===== src/vmsad_pkg.sv =====
// Constants shared by the VME slave address decode block.
//
// How it works
// - In the 24-bit build the eight-bit switch base is compared with address bits 23:16.
// - On a base match every offset from 0x0000 up to 0xFFFC of that base is answered.
// - Only the low sixteen address bits pick the internal register.
// - The standard build does 16-bit data with 24-bit addressing in any crate.
// - A build option swaps that for 32-bit addressing with 32-bit data.
// - When the extended backplane is sensed and its geographic pins pass the parity check, they set the base instead.
// - Control registers read back the last value written to them.
// - Status registers are read-only and a write to one changes nothing.
// - Each one written to the pulse register fires a short timed internal pulse.
// - The bus activity lamp blinks on every access to the module.
package vmsad_pkg;

  // ----------------------------------------
  // Register offsets (low sixteen address bits)
  // ----------------------------------------
  localparam logic [15:0] OFS_ID = 16'h0000;
  localparam logic [15:0] OFS_HWSTAT = 16'h0020;
  localparam logic [15:0] OFS_PULSE = 16'h040C;
  localparam logic [15:0] OFS_CTRL_BASE = 16'h0500;
  localparam logic [15:0] OFS_TOP = 16'hFFFC;

  // ----------------------------------------
  // Field layout
  // ----------------------------------------
  localparam int CTRL_N = 4;
  localparam int CTRL_IDX_LSB = 2;
  localparam logic [15:0] CTRL_IDX_MASK = 16'hFFF3;
  localparam int PULSE_W = 16;
  localparam int DATA_W = 32;
  localparam int HALF_W = 16;
  localparam int BASE_W = 8;
  localparam int GA_W = 5;
  localparam int ID_MODE_BIT = 15;
  localparam int ID_GA_BIT = 14;
  // Arbitrary identification value, not tied to any product.
  localparam logic [5:0] ID_CODE = 6'h2_5;

  // ----------------------------------------
  // Address modifiers
  // ----------------------------------------
  localparam logic [5:0] AM_A24_USR = 6'h3_9;
  localparam logic [5:0] AM_A24_SUP = 6'h3_D;
  localparam logic [5:0] AM_A32_USR = 6'h0_9;
  localparam logic [5:0] AM_A32_SUP = 6'h0_D;

  // ----------------------------------------
  // Reset values and timing
  // ----------------------------------------
  localparam logic [DATA_W-1:0] CTRL_RST = 32'h0000_0000;
  localparam logic [BASE_W-1:0] BASE_RST = 8'h00;
  localparam int CLK_NS = 40;
  localparam int PULSE_NS = 200;
  localparam int PULSE_CYC = (PULSE_NS + CLK_NS - 1) / CLK_NS;
  localparam int LED_MS = 50;
  localparam int LED_CYC = (LED_MS * 1000000) / CLK_NS;

  typedef enum logic [1:0] {
    ST_IDLE,
    ST_EXEC,
    ST_ACK
  } vmsad_state_t;

endpackage


===== src/vmsad_pulse_if.sv =====
// Carries pulse-register fire strobes to the pulse generator and its pulses back.
`timescale 1ns/1ps
interface vmsad_pulse_if #(
  parameter int W = 16
);
  logic [W-1:0] fire;
  logic [W-1:0] pulse;
  modport src (output fire, input pulse);
  modport gen (input fire, output pulse);
endinterface


===== src/vmsad_pulse_gen.sv =====
// Per-bit timed pulse generator fed by the pulse register.
`timescale 1ns/1ps
module vmsad_pulse_gen #(
  parameter int W = 16,
  parameter int CYC = 5
) (
  // Clock and reset
  input wire logic ref_clk,
  input wire logic arst_n,
  // Strobes in, pulses out
  vmsad_pulse_if.gen pif
);
  localparam int CW = $clog2(CYC + 1);
  localparam logic [CW-1:0] LOAD = CW'(CYC);

  genvar i;
  generate
    for (i = 0; i < W; i++) begin : g_bit
      logic [CW-1:0] cnt_q;
      logic pulse_q;
      always_ff @(posedge ref_clk or negedge arst_n) begin
        if (!arst_n) begin
          cnt_q <= '0;
          pulse_q <= 1'b0;
        end else if (pif.fire[i]) begin
          cnt_q <= LOAD - 1'b1;
          pulse_q <= 1'b1;
        end else if (cnt_q != '0) begin
          cnt_q <= cnt_q - 1'b1;
        end else begin
          pulse_q <= 1'b0;
        end
      end
      assign pif.pulse[i] = pulse_q;
    end
  endgenerate

endmodule // vmsad_pulse_gen


===== src/vmsad_blink.sv =====
// Stretches a one-cycle access strobe into a visible lamp blink.
`timescale 1ns/1ps
module vmsad_blink #(
  parameter int CYC = 1250000
) (
  // Clock and reset
  input wire logic ref_clk,
  input wire logic arst_n,
  // Strobe and lamp
  input wire logic hit,
  output logic led
);
  localparam int CW = $clog2(CYC + 1);
  localparam logic [CW-1:0] LOAD = CW'(CYC);

  logic [CW-1:0] cnt_q;
  logic led_q;

  always_ff @(posedge ref_clk or negedge arst_n) begin
    if (!arst_n) begin
      cnt_q <= '0;
      led_q <= 1'b0;
    end else if (hit) begin
      cnt_q <= LOAD - 1'b1;
      led_q <= 1'b1;
    end else if (cnt_q != '0) begin
      cnt_q <= cnt_q - 1'b1;
    end else begin
      led_q <= 1'b0;
    end
  end

  assign led = led_q;

endmodule // vmsad_blink


===== src/vmsad_vme_slave.sv =====
// VME slave: base address match, register decode, control, status and pulse registers.
`timescale 1ns/1ps
module vmsad_vme_slave
  import vmsad_pkg::*;
#(
  parameter bit A32_BUILD = 1'b0,
  parameter int LED_CYCLES = vmsad_pkg::LED_CYC,
  parameter int PULSE_CYCLES = vmsad_pkg::PULSE_CYC
) (
  // Clock and reset
  input wire logic ref_clk,
  input wire logic arst_n,
  // VME address and control
  input wire logic [31:0] vme_addr,
  input wire logic [5:0] vme_am,
  input wire logic vme_as_n,
  input wire logic [1:0] vme_ds_n,
  input wire logic vme_lword_n,
  input wire logic vme_write_n,
  // VME data lines, split per half
  input wire logic [vmsad_pkg::DATA_W-1:0] vme_data_in,
  output logic [vmsad_pkg::DATA_W-1:0] vme_data_out,
  output logic [1:0] vme_data_oe,
  // VME acknowledge, open-collector style
  output logic vme_dtack_out,
  output logic vme_dtack_oe,
  // Base address sources
  input wire logic [vmsad_pkg::BASE_W-1:0] base_switch,
  input wire logic ext_conn_present,
  input wire logic [vmsad_pkg::GA_W-1:0] geo_addr_n,
  input wire logic geo_parity_n,
  // Device side
  input wire logic [vmsad_pkg::DATA_W-1:0] hw_status,
  output logic [vmsad_pkg::CTRL_N-1:0][vmsad_pkg::DATA_W-1:0] ctrl_out,
  output logic [vmsad_pkg::PULSE_W-1:0] pulse_out,
  output logic access_led
);
  import vmsad_pkg::*;

  // ----------------------------------------
  // Base address selection
  // ----------------------------------------
  wire [GA_W-1:0] geo_addr = ~geo_addr_n;
  // The slot pins carry odd parity together with their parity pin.
  wire geo_parity_ok = ^{geo_addr, ~geo_parity_n};
  wire use_geo = ext_conn_present && geo_parity_ok;
  wire [BASE_W-1:0] geo_base = {geo_addr, 3'b000};
  wire [BASE_W-1:0] base_d = use_geo ? geo_base : base_switch;

  logic [BASE_W-1:0] base_q;
  logic use_geo_q;

  always_ff @(posedge ref_clk or negedge arst_n) begin
    if (!arst_n) begin
      base_q <= BASE_RST;
      use_geo_q <= 1'b0;
    end else begin
      base_q <= base_d;
      use_geo_q <= use_geo;
    end
  end

  // ----------------------------------------
  // Cycle qualification
  // ----------------------------------------
  wire [15:0] offset = vme_addr[15:0];
  wire am_a24 = (vme_am == AM_A24_USR) || (vme_am == AM_A24_SUP);
  wire am_a32 = (vme_am == AM_A32_USR) || (vme_am == AM_A32_SUP);
  // Standard build matches bits 23:16, wide build matches 31:24 with 23:16 clear.
  wire match_a24 = am_a24 && (vme_addr[23:16] == base_q);
  wire match_a32 = am_a32 && (vme_addr[31:24] == base_q)
                   && (vme_addr[23:16] == 8'h00);
  wire width_a24 = 1'b1;
  wire width_a32 = (vme_ds_n == 2'b00) && !vme_lword_n;
  wire addr_match = A32_BUILD ? (match_a32 && width_a32) : (match_a24 && width_a24);
  wire in_range = (offset <= OFS_TOP);
  wire strobe = !vme_as_n && (vme_ds_n != 2'b11);
  wire cycle_hit = strobe && addr_match && in_range;
  wire ds_released = (vme_ds_n == 2'b11);

  // ----------------------------------------
  // Register decode
  // ----------------------------------------
  wire sel_id = (offset == OFS_ID);
  wire sel_hwstat = (offset == OFS_HWSTAT);
  wire sel_pulse = (offset == OFS_PULSE);
  wire sel_ctrl = ((offset & CTRL_IDX_MASK) == OFS_CTRL_BASE);
  wire [1:0] ctrl_idx = offset[CTRL_IDX_LSB +: 2];

  // Byte lanes: upper data strobe serves bits 15:8, lower serves 7:0.
  wire [DATA_W-1:0] lane_mask = A32_BUILD ? 32'hFFFF_FFFF
                                : {16'h0000, {8{!vme_ds_n[1]}}, {8{!vme_ds_n[0]}}};
  wire [DATA_W-1:0] width_mask = A32_BUILD ? 32'hFFFF_FFFF : 32'h0000_FFFF;

  // ----------------------------------------
  // Cycle sequencer
  // ----------------------------------------
  vmsad_state_t state_q;
  vmsad_state_t state_d;
  logic is_write_q;
  logic [15:0] ofs_q;

  always_comb begin
    state_d = state_q;
    case (state_q)
      ST_IDLE: begin
        if (cycle_hit) begin
          state_d = ST_EXEC;
        end
      end
      ST_EXEC: begin
        state_d = ST_ACK;
      end
      ST_ACK: begin
        if (ds_released) begin
          state_d = ST_IDLE;
        end
      end
      default: begin
        state_d = ST_IDLE;
      end
    endcase
  end

  always_ff @(posedge ref_clk or negedge arst_n) begin
    if (!arst_n) begin
      state_q <= ST_IDLE;
      is_write_q <= 1'b0;
      ofs_q <= 16'h0000;
    end else begin
      state_q <= state_d;
      if (state_q == ST_IDLE && cycle_hit) begin
        is_write_q <= !vme_write_n;
        ofs_q <= offset;
      end
    end
  end

  wire exec = (state_q == ST_EXEC);
  wire wr_exec = exec && is_write_q;
  wire rd_exec = exec && !is_write_q;

  // ----------------------------------------
  // Control registers
  // ----------------------------------------
  logic [CTRL_N-1:0][DATA_W-1:0] ctrl_q;

  genvar gi;
  generate
    for (gi = 0; gi < CTRL_N; gi++) begin : g_ctrl
      wire we = wr_exec && sel_ctrl && (ctrl_idx == 2'(gi));
      wire [DATA_W-1:0] merged = (ctrl_q[gi] & ~lane_mask)
                                 | (vme_data_in & lane_mask & width_mask);
      always_ff @(posedge ref_clk or negedge arst_n) begin
        if (!arst_n) begin
          ctrl_q[gi] <= CTRL_RST;
        end else if (we) begin
          ctrl_q[gi] <= merged;
        end
      end
    end
  endgenerate

  assign ctrl_out = ctrl_q;

  // ----------------------------------------
  // Pulse register and generator
  // ----------------------------------------
  vmsad_pulse_if #(.W(PULSE_W)) pulse_bus ();

  wire [PULSE_W-1:0] pulse_bits = vme_data_in[PULSE_W-1:0] & lane_mask[PULSE_W-1:0];
  assign pulse_bus.fire = (wr_exec && sel_pulse) ? pulse_bits : '0;

  vmsad_pulse_gen #(
    .W(PULSE_W),
    .CYC(PULSE_CYCLES)
  ) u_pulse (
    .ref_clk(ref_clk),
    .arst_n(arst_n),
    .pif(pulse_bus)
  );

  assign pulse_out = pulse_bus.pulse;

  // ----------------------------------------
  // Read data
  // ----------------------------------------
  // Identity word: build mode, base source, arbitrary code and the live base.
  wire [DATA_W-1:0] id_word = {16'h0000, A32_BUILD, use_geo_q, ID_CODE, base_q};
  // Status words are never written; the pulse register reads back as zero
  wire [DATA_W-1:0] rd_mux = sel_id ? id_word
                           : sel_hwstat ? hw_status
                           : sel_ctrl ? ctrl_q[ctrl_idx]
                           : '0;

  logic [DATA_W-1:0] rdata_q;

  always_ff @(posedge ref_clk or negedge arst_n) begin
    if (!arst_n) begin
      rdata_q <= '0;
    end else if (rd_exec) begin
      rdata_q <= rd_mux & width_mask;
    end
  end

  // ----------------------------------------
  // Bus drivers
  // ----------------------------------------
  wire ack = (state_q == ST_ACK);
  wire rd_ack = ack && !is_write_q;
  assign vme_dtack_out = 1'b0;
  assign vme_dtack_oe = ack;
  assign vme_data_out = rdata_q;
  assign vme_data_oe = {rd_ack && A32_BUILD, rd_ack};

  // ----------------------------------------
  // Activity lamp
  // ----------------------------------------
  vmsad_blink #(
    .CYC(LED_CYCLES)
  ) u_blink (
    .ref_clk(ref_clk),
    .arst_n(arst_n),
    .hit(exec),
    .led(access_led)
  );

  // The offset latch is held but unused; the decode reads the live address bits.
  wire unused_ofs = ^ofs_q;

endmodule // vmsad_vme_slave


===== config.mk =====
export PLATFORM = sky130hd
export DESIGN_NAME = vmsad_vme_slave
export DESIGN_NICKNAME = d
export VERILOG_FILES = /design/src/vmsad_pkg.sv /design/src/vmsad_pulse_if.sv /design/src/vmsad_pulse_gen.sv /design/src/vmsad_blink.sv /design/src/vmsad_vme_slave.sv
export SDC_FILE = /design/constraint.sdc
export NUM_CORES = 1
export LEC_CHECK = 0
export BUFFER_PORTS_ARGS = -buffer_cell sky130_fd_sc_hd__buf_2
export CORE_ASPECT_RATIO = 0.8
export CORE_MARGIN = 10
export CORE_UTILIZATION = 53
export DETAILED_ROUTE_END_ITERATION = 8
export GPL_ROUTABILITY_DRIVEN = 0
export PLACE_DENSITY = 0.82
export SETUP_SLACK_MARGIN = 0.3
export SLEW_MARGIN = 5
export SYNTH_ARGS = -nofsm -noshare
export SYNTH_HDL_FRONTEND = slang
export SYNTH_HIERARCHICAL = 1
export SYNTH_SLANG_ARGS = --single-unit

===== constraint.sdc =====
create_clock -name ref_clk -period 2.5 [get_ports ref_clk]
set_input_delay 0.5 -clock ref_clk [delete_from_list [all_inputs] [get_ports ref_clk]]
set_output_delay 0.5 -clock ref_clk [all_outputs]
set_load 0.02 [all_outputs]

==> run_results.csv, run 1 <==
group,metric,value,unit
status,status,"finished with violations",
status,violations,"negative hold slack",
clock_tree,cts.root.buffer_cell,"clkbuf_16",
placed_design,place_inst,1360,
power,swShare,31.5,%
route,ant_nets,0,
clock_tree,cts_sinks,178,
yosys,yosys_warnings,6,
die,die_w,176,um
placed_design,portBuffers,180,
global_routing,gr-total-overflow,0,
timing,finalHoldViolCount,10,
power,p_leak,6.49,nW
clock_tree,clk_latency,0.44,ns
yosys,synth.avg_cell_area,11.5,sq um
final_layout,seqCellArea,4460,sq um
power,seqPwrFrac,47.2,%
die,io_pins,305,
critical_path,cpMaxStageDelayCell,"or4_4",
final_layout,drive_gt1_share,32.4,%
critical_path,cpPeakStageDelay,0.57,ns
clock_tree,clk_path_buf_depth,2,
global_routing,grt_max_degree,59,
yosys,synthArstFlopShare,100,%
yosys,syn_area,10400,sq um
clock_tree,numCtsBuffers,17,
route,first_pass_iters,5,
clock_tree,path_clk_slew,0.08,ns
global_routing,grt_pass1_wl,42600,um
timing,hold_ws,-0.00637,ns
power,p_int,4.80,mW
final_layout,most-common-layout-cells,"179 x buf_2, 177 x dfrtp_1, 82 x conb_1",
critical_path,critPathTopFamily,"simple AND/OR/NAND/NOR gates",
yosys,synth-edff-count,0,
clock_tree,tritoncts,"built",
worst_hold_path,hold_class,"in2async",
die,die_h,145,um
die,rows,45,
critical_path,worstPathArrival,2.48,ns
critical_path,path_cells,"buf_2 -> or4_4 -> or2_4 -> nor4_4 -> buf_6 -> and2_1 -> nor2b_1 -> mux2_4",
power,power.density,577,nW/um^2
yosys,synth_flop_cell,"dfrtp_1",
critical_path,critPathMaxFanout,8,
yosys,syn-instance-count,899,
final_layout,multi_input_area,5210,sq um
critical_path,r2r_cells,7,
global_routing,grt_use_total,20.9,%
die,start_util,54.3,%
power,share_comb_of_total_power,15.6,%
critical_path,r2r-start,"state_q[1]",
die,dieArea,25600,sq um
timing,setup_viol,0,
yosys,ys_ff_latch,178,
critical_path,reg2reg_to,"u_pulse/g_bit[12].cnt_q[0]",
timing,setup_tns,0,ns
yosys,netlist-cell-type-count,73,
critical_path,r2r_slack,0.41,ns
placed_design,hpwl,21100,um
critical_path,cp_num_buf_inv,2,
flow_run,maxCapViolCount,0,
critical_path,critPathLaunchType,"input pin",
critical_path,cp.required,2.83,ns
critical_path,critical_path_class,"in2reg",
final_layout,fill_cells,1509,
route,drt_wl_total,27500,um
final_layout,final_common_cell,"buf_2",
die,core,19100,sq um
final_layout,design_area,12200,sq um
power,netSwitchingPower,2.21,mW
yosys,yosysSeqAreaShare,43.0,%
timing,worst_pin_slew,0.612,ns
route,drc,0,
timing,min_period,2.16,ns
global_routing,antenna_found_initial,3,
timing,slew_violations,0,
power,clockPowerShare,37.1,%
timing,rsz0062_at_grt,"yes",
timing,skew,0.0136,ns
route,vias_per_cell,5.49,
clock_tree,htreeDepth,4,
critical_path,endpoint_kind,"flop",
global_routing,grt_pass1_vias,7806,
final_layout,final_util,63.7,%
route,drtIter0Drc,500,
final_layout,stdcell_count,1396,
power,vdd_drop_max,0.340,mV
timing,relSlewSlack,58.9,%
final_layout,fin_nets,1280,
route,vias,7659,
clock_tree,cts_hold_buf,0,
route,post_drt_wl_per_cell,19.7,um
timing,fin_crit_sh,86.2,%
final_layout,area_delta_synth_final,17.5,%
placed_design,dpl-instance-area,11600,sq um
timing,max_clock_freq,0.464,GHz
==> power by group through the flow <==
stage          clock network, mW  logic (mW)  registers [mW]
2_1_floorplan                  0       0.850            3.30
3_3_place_gp                   0        1.05            3.35
3_5_place_dp                   0        1.07            3.36
4_1_cts                     2.64        1.08            3.31
5_1_grt                     2.77        1.21            3.35
6_report                    2.61        1.10            3.32
==> cells by family (layout without fill, tap and decap cells) <==
family                     Yosys count  after routing  share of synthesized area (%)
other                                1             85                         0.0362
muxes                              104            104                           13.5
and+or+nand+nor                    289            289                           19.9
xor gates and xnor gates            12             12                           1.15
adders and majority gates           34             34                           4.11
buffers and inverters              165            320                           9.91
AOI/OAI and AO/OA                  116            116                           8.37
DFF                                178            178                           43.0
==> synthesized netlist by cell type (all sizes together) (9+ instances only) <==
cell type | n | area, sq um
a211oi | 19 | 143
ha | 34 | 425
or4 | 11 | 90.1
dfrtp | 178 | 4450
nand4 | 20 | 251
o31ai | 11 | 92.6
mux4 | 16 | 360
nand2b | 29 | 287
nand3 | 10 | 50.1
xnor2 | 11 | 96.3
a21oi | 11 | 55.1
and2 | 25 | 158
a21o | 16 | 120
o21ai | 9 | 45.0
buf | 111 | 823
a211o | 20 | 176
nor2 | 59 | 254
mux2 | 81 | 972
inv | 47 | 176
a31oi | 9 | 56.3
nor2b | 37 | 241
nor4 | 22 | 219
nand2 | 29 | 119
nor3b | 19 | 148
==> timing repair <==
item | 4_1_cts | 5_1_grt
resized for setup | 0 | 11
buffers inserted | 1 | 0
pin swaps | 0 | 1
hold endpoints to repair | 0 | 0
endpoints found under the setup margin | 2 | 21
==> area by class of cell <==
type	instances	area share (%)
multi-input combinational	637	42.8
clock inverter	15	1.14
tap	258	2.65
antenna	3	0.0617
clock buffer	17	3.50
sequential	178	36.6
timing repair buffer	241	11.8
inverter	47	1.45
==> layer usage <==
layer	GRT usage (%)	part of all wire, %	up-vias	wire length (um)
li1	-	-	3495	-
met1	26.3	41	3848	11300
met2	33.7	49	287	13300
met3	6.89	8.8	29	2420
met4	5.42	1.6	0	426
met5	0	0	-	0
==> stage by stage <==
stage          worst slack, ns  total power, mW
2_1_floorplan           0.0953             4.15
3_3_place_gp            -0.117             4.39
3_5_place_dp            -0.148             4.44
4_1_cts                  0.301             7.03
5_1_grt                  0.291             7.32
6_report                 0.344             7.02
==> worst max-delay path by stage <==
stage,cells past startpoint,endpoint,start
after CTS,8,u_pulse/g_bit[9].cnt_q[0],vme_addr[12]
after detailed placement,8,u_pulse/g_bit[9].cnt_q[0],vme_addr[12]
final,8,u_pulse/g_bit[12].cnt_q[0],vme_addr[12]
after global routing,8,u_pulse/g_bit[12].cnt_q[0],vme_addr[12]
after floorplan,6,u_pulse/g_bit[9].cnt_q[0],vme_addr[1]
after global placement,8,u_pulse/g_bit[8].cnt_q[0],vme_addr[12]
Note: power is estimated with default switching activity, not from simulation.
==> run 2, diff against run 1 <==
==> constraint.sdc (replaced) <==
create_clock -name ref_clk -period 2.5 [get_ports ref_clk]
set_input_delay 0.75 -clock ref_clk [delete_from_list [all_inputs] [get_ports ref_clk]]
set_output_delay 0.75 -clock ref_clk [all_outputs]
set_load 0.02 [all_outputs]
==> run_results.csv, run 2 (synthesized netlist as in run 1, its figures left out) <==
group,metric,value,unit
status,status,"complete, no violations",
power,swShare,29.8,%
timing,max_clock_freq,0.432,GHz
die,die_h,145,um
timing,hold_ws,0.190,ns
clock_tree,clk_latency,0.44,ns
die,rows,45,
global_routing,grt_max_degree,57,
route,drc,0,
timing,fin_ws,0.186,ns
global_routing,grt_pass1_wl,45200,um
placed_design,portBuffers,180,
clock_tree,htreeDepth,4,
global_routing,grt_pass1_vias,8303,
timing,fin_crit_sh,92.6,%
clock_tree,clk_path_buf_depth,2,
critical_path,r2r-start,"u_blink/cnt_q[0]",
route,drtIter0Drc,637,
timing,relSlewSlack,62.5,%
route,vias,7951,
final_layout,stdcell_count,1424,
final_layout,most-common-layout-cells,"178 x dfrtp_1, 175 x buf_2, 82 x conb_1",
final_layout,fin_nets,1310,
die,die_w,176,um
timing,worst_pin_slew,0.561,ns
power,vdd_drop_max,0.610,mV
global_routing,antenna_found_initial,1,
power,share_comb_of_total_power,16.1,%
critical_path,endpoint_kind,"flop",
critical_path,critPathLaunchType,"input pin",
critical_path,cp-startpoint,"vme_addr[1]",
clock_tree,tritoncts,"built",
critical_path,worstPathArrival,2.63,ns
power,power.density,564,nW/um^2
placed_design,hpwl,21100,um
timing,skew,0.00956,ns
final_layout,final_common_cell,"dfrtp_1",
worst_hold_path,hold_class,"in2async",
critical_path,cpMaxStageDelayCell,"or4_4",
final_layout,drive_gt1_share,42.4,%
final_layout,area_delta_synth_final,25.9,%
flow_run,maxCapViolCount,0,
power,clockPowerShare,38.6,%
power,p_int,5.16,mW
global_routing,grt_use_total,21.9,%
clock_tree,path_clk_slew,0.07,ns
route,vias_per_cell,5.58,
timing,finalHoldViolCount,0,
power,netSwitchingPower,2.19,mW
clock_tree,cts_hold_buf,0,
critical_path,critPathMaxFanout,8,
timing,setup_viol,0,
timing,setup_tns,0,ns
clock_tree,numCtsBuffers,17,
route,ant_nets,0,
clock_tree,cts.root.buffer_cell,"clkbuf_16",
power,p_leak,6.96,nW
die,dieArea,25600,sq um
critical_path,cpPeakStageDelay,0.52,ns
die,io_pins,305,
clock_tree,cts_sinks,178,
die,core,19100,sq um
placed_design,pre_cts_ws,-0.337,ns
timing,slew_violations,0,
route,first_pass_iters,5,
critical_path,path_cells,"buf_6 -> or4_4 -> or2_4 -> nor4b_4 -> buf_6 -> and2_4 -> nor2b_1 -> mux2_4",
placed_design,place_inst,1375,
global_routing,gr-total-overflow,0,
route,post_drt_wl_per_cell,20.5,um
critical_path,cp.required,2.81,ns
route,drt_wl_total,29300,um
critical_path,cpMostUsedCell,"buf_6",
power,seqPwrFrac,45.3,%
critical_path,critical_path_class,"in2reg",
die,start_util,54.3,%
timing,min_period,2.31,ns
timing,rsz0062_at_grt,"yes",
[run 2: changes by cell type in the layout (fill, tap and decap cells not counted), moves of 5 or more]
cell	delta
a211oi_2	+5
a211oi_1	-5
and2_1	-10
mux2_1	-62
buf_12	+9
nor4_1	-8
nor4_2	+8
and2_4	+10
buf_4	+5
buf_6	+20
mux2_4	+62
[run 2: repair_timing]
item / in CTS / in global routing
gates resized for setup: 25 / 33
pin swaps: 21 / 14
gates cloned: 0 / 0
endpoints found under the setup margin: 32 / 53
setup buffers: 7 / 9
[run 2: path summary, 6_finish.rpt]
| path | slack, ns | cells after the start | endpoint |
|---|---|---|---|
| max | 0.19 | 8 | u_pulse/g_bit[3].cnt_q[0] |
| min | 0.19 | 1 | u_pulse/g_bit[0].cnt_q[2] |
| max reg2reg | 0.35 | 6 | u_blink/cnt_q[17] |
| min reg2reg | 0.47 | 1 | u_pulse/g_bit[13].pulse_q |
| max in group asynchronous | 1.65 | 2 | base_q[7] |
| min in group ref_clk | 0.47 | 1 | u_pulse/g_bit[13].pulse_q |
[run 2: layout make-up]
type                    instances  area [sq um]
flip-flops and latches        178          4450
well taps                     258           323
fillers                      1328          6040
clock buffers                  19           453
clock inverters                13           175
multi-input cells             637          5600
inverters                      47           176
diodes                          1          2.50
repair buffers                271          1850
[run 2: power groups by stage]
stage	clock, mW	sequential [mW]	combinational, mW
after global routing	2.98	3.36	1.28
after floorplan	0	3.30	0.852
after detailed placement	0	3.36	1.09
after global placement	0	3.35	1.05
final	2.84	3.33	1.18
after CTS	2.87	3.32	1.10
[run 2: per-stage QoR]
step | utilization, % | total power [mW] | cell area, sq um
floorplan | - | 4.15 | 11000
global placement | 63.2 | 4.39 | 12100
detailed placement | 63.2 | 4.45 | 12100
CTS | 67.2 | 7.28 | 12800
global route | 68.3 | 7.61 | 13000
finish | 68.3 | 7.36 | 13000
[run 2: critical path: cells and delay by family]
kind,cells,cell delay (ns)
and+or+nand+nor,5,1.32
muxes,1,0.27
buffers and inverters,2,0.28
[run 2: routing by layer]
metal,global-route usage (%),vias up,part of all wire [%]
met5,0,-,0
met1,26.1,3934,38
met3,5.88,69,8.1
met4,8.84,0,3.2
met2,36.7,406,50
li1,-,3542,-
==> run 3, diff against run 2 <==
--- a/config.mk
+++ b/config.mk
@@ -12,6 +12,7 @@
 export DETAILED_ROUTE_END_ITERATION = 8
 export GPL_ROUTABILITY_DRIVEN = 0
 export PLACE_DENSITY = 0.82
+export REMOVE_ABC_BUFFERS = 1
 export SETUP_SLACK_MARGIN = 0.3
 export SLEW_MARGIN = 5
 export SYNTH_ARGS = -nofsm -noshare
==> run_results.csv, run 3 (synthesized netlist as in run 1, its figures left out) <==
group,metric,value,unit
status,status,"complete, no violations",
final_layout,final_util,67.9,%
die,die_w,176,um
route,drt_wl_total,28600,um
placed_design,portBuffers,180,
power,p_leak,6.92,nW
die,die_h,145,um
final_layout,fin_nets,1326,
clock_tree,cts.root.buffer_cell,"clkbuf_16",
final_layout,area_delta_synth_final,25.2,%
die,dieArea,25600,sq um
power,p_int,5.11,mW
timing,slew_violations,0,
die,core,19100,sq um
global_routing,gr-total-overflow,0,
route,ant_nets,0,
global_routing,antenna_found_initial,2,
global_routing,grt_use_total,21.1,%
final_layout,multi_input_area,5430,sq um
power,seqPwrFrac,46.0,%
power,vdd_drop_max,0.373,mV
final_layout,seqCellArea,4460,sq um
power,share_comb_of_total_power,15.7,%
die,start_util,54.3,%
clock_tree,numCtsBuffers,17,
route,drc,0,
power,power.density,557,nW/um^2
critical_path,critPathLaunchType,"input pin",
clock_tree,clk_latency,0.42,ns
timing,relSlewSlack,58.5,%
timing,rsz0062_at_grt,"yes",
clock_tree,tritoncts,"built",
route,first_pass_iters,5,
timing,finalHoldViolCount,0,
critical_path,critical_path_class,"in2reg",
clock_tree,cts_sinks,178,
timing,fin_crit_sh,93.0,%
worst_hold_path,hold_class,"in2async",
timing,setup_viol,0,
route,vias_per_cell,5.39,
clock_tree,clk_path_buf_depth,2,
power,finalPower,7.22,mW
final_layout,most-common-layout-cells,"177 x dfrtp_1, 173 x buf_2, 82 x conb_1",
global_routing,grt_pass1_vias,8073,
final_layout,fill_cells,1400,
timing,max_clock_freq,0.430,GHz
global_routing,grt_pass1_wl,43400,um
final_layout,final_common_cell,"dfrtp_1",
route,drtIter0Drc,579,
clock_tree,path_clk_slew,0.07,ns
critical_path,critPathMaxFanout,8,
die,io_pins,305,
placed_design,hpwl,21100,um
route,vias,7763,
route,post_drt_wl_per_cell,19.8,um
timing,hold_ws,0.272,ns
critical_path,worstPathArrival,2.63,ns
global_routing,grt_max_degree,47,
timing,skew,0.00951,ns
power,swShare,29.2,%
critical_path,cp.required,2.81,ns
critical_path,endpoint_kind,"flop",
clock_tree,htreeDepth,4,
final_layout,drive_gt1_share,39.3,%
timing,min_period,2.33,ns
flow_run,maxCapViolCount,0,
die,rows,45,
power,netSwitchingPower,2.11,mW
timing,worst_pin_slew,0.618,ns
power,clockPowerShare,38.3,%
clock_tree,cts_hold_buf,0,
run 3: changes by cell type in the layout (fill, tap and decap cells not counted), sizes merged:
cell      before  now
clkbuf        19   22
buf          271  284
inv           50   49
clkinvlp       4    1
clkinv         3    6
diode          1    2
run 3: area by class of cell:
class / count / area share [%]
diodes: 2 / 0.0386
clock buffers: 19 / 3.42
clock inverters: 12 / 1.21
inverters: 47 / 1.36
multi-input cells: 637 / 41.9
flip-flops and latches: 178 / 34.4
well taps: 258 / 2.49
repair buffers: 287 / 15.2
run 3: metrics by stage:
stage,setup TNS (ns),setup slack [ns],instances,instance area [sq um]
3_5_place_dp,-19.36,-0.343,1380,11800
2_1_floorplan,-3.05,-0.189,862,9810
4_1_cts,0,0.169,1429,12700
5_1_grt,0,0.148,1438,13000
3_3_place_gp,-15.95,-0.300,1380,11800
6_report,0,0.174,1440,13000
run 3: timing repair:
action                                  in CTS  in global routing
endpoints found under the setup margin      69                 94
buffers inserted                            18                  9
resized for setup                           46                 52
pin swaps                                   29                 18
run 3: final timing paths:
path	slack (ns)	to	startpoint	cells past startpoint
max in group asynchronous	1.60	u_pulse/g_bit[12].cnt_q[1]	arst_n	2
max	0.17	u_pulse/g_bit[2].cnt_q[0]	vme_addr[15]	8
min in group ref_clk	0.47	u_pulse/g_bit[0].pulse_q	u_pulse/g_bit[0].pulse_q	1
min	0.27	u_pulse/g_bit[4].cnt_q[2]	arst_n	1
min reg2reg	0.47	u_pulse/g_bit[0].pulse_q	u_pulse/g_bit[0].pulse_q	1
max reg2reg	0.39	u_pulse/g_bit[10].cnt_q[0]	state_q[1]	7
run 3: power groups by stage:
| stage | sequential (mW) | clock, mW | combinational, mW |
|---|---|---|---|
| after floorplan | 3.30 | 0 | 0.732 |
| after global placement | 3.35 | 0 | 1.06 |
| after detailed placement | 3.36 | 0 | 1.10 |
| after CTS | 3.31 | 2.79 | 1.11 |
| after global routing | 3.35 | 2.93 | 1.24 |
| final | 3.32 | 2.76 | 1.14 |
run 3: worst max-delay path: stages:
cell and delay, ns:
buf_6 0.10, or4_4 0.52, or2_4 0.28, nor4b_4 0.33, buf_12 0.18, and2_4 0.16
nor2b_1 0.05, mux2_4 0.26
run 3: layer usage:
layer	global-route usage, %	wire length (um)	up-vias
met1	25.7	11700	3898
met3	6.71	2240	29
li1	-	-	3577
met4	4.15	311	2
met2	35.8	14300	257
met5	0	13	-
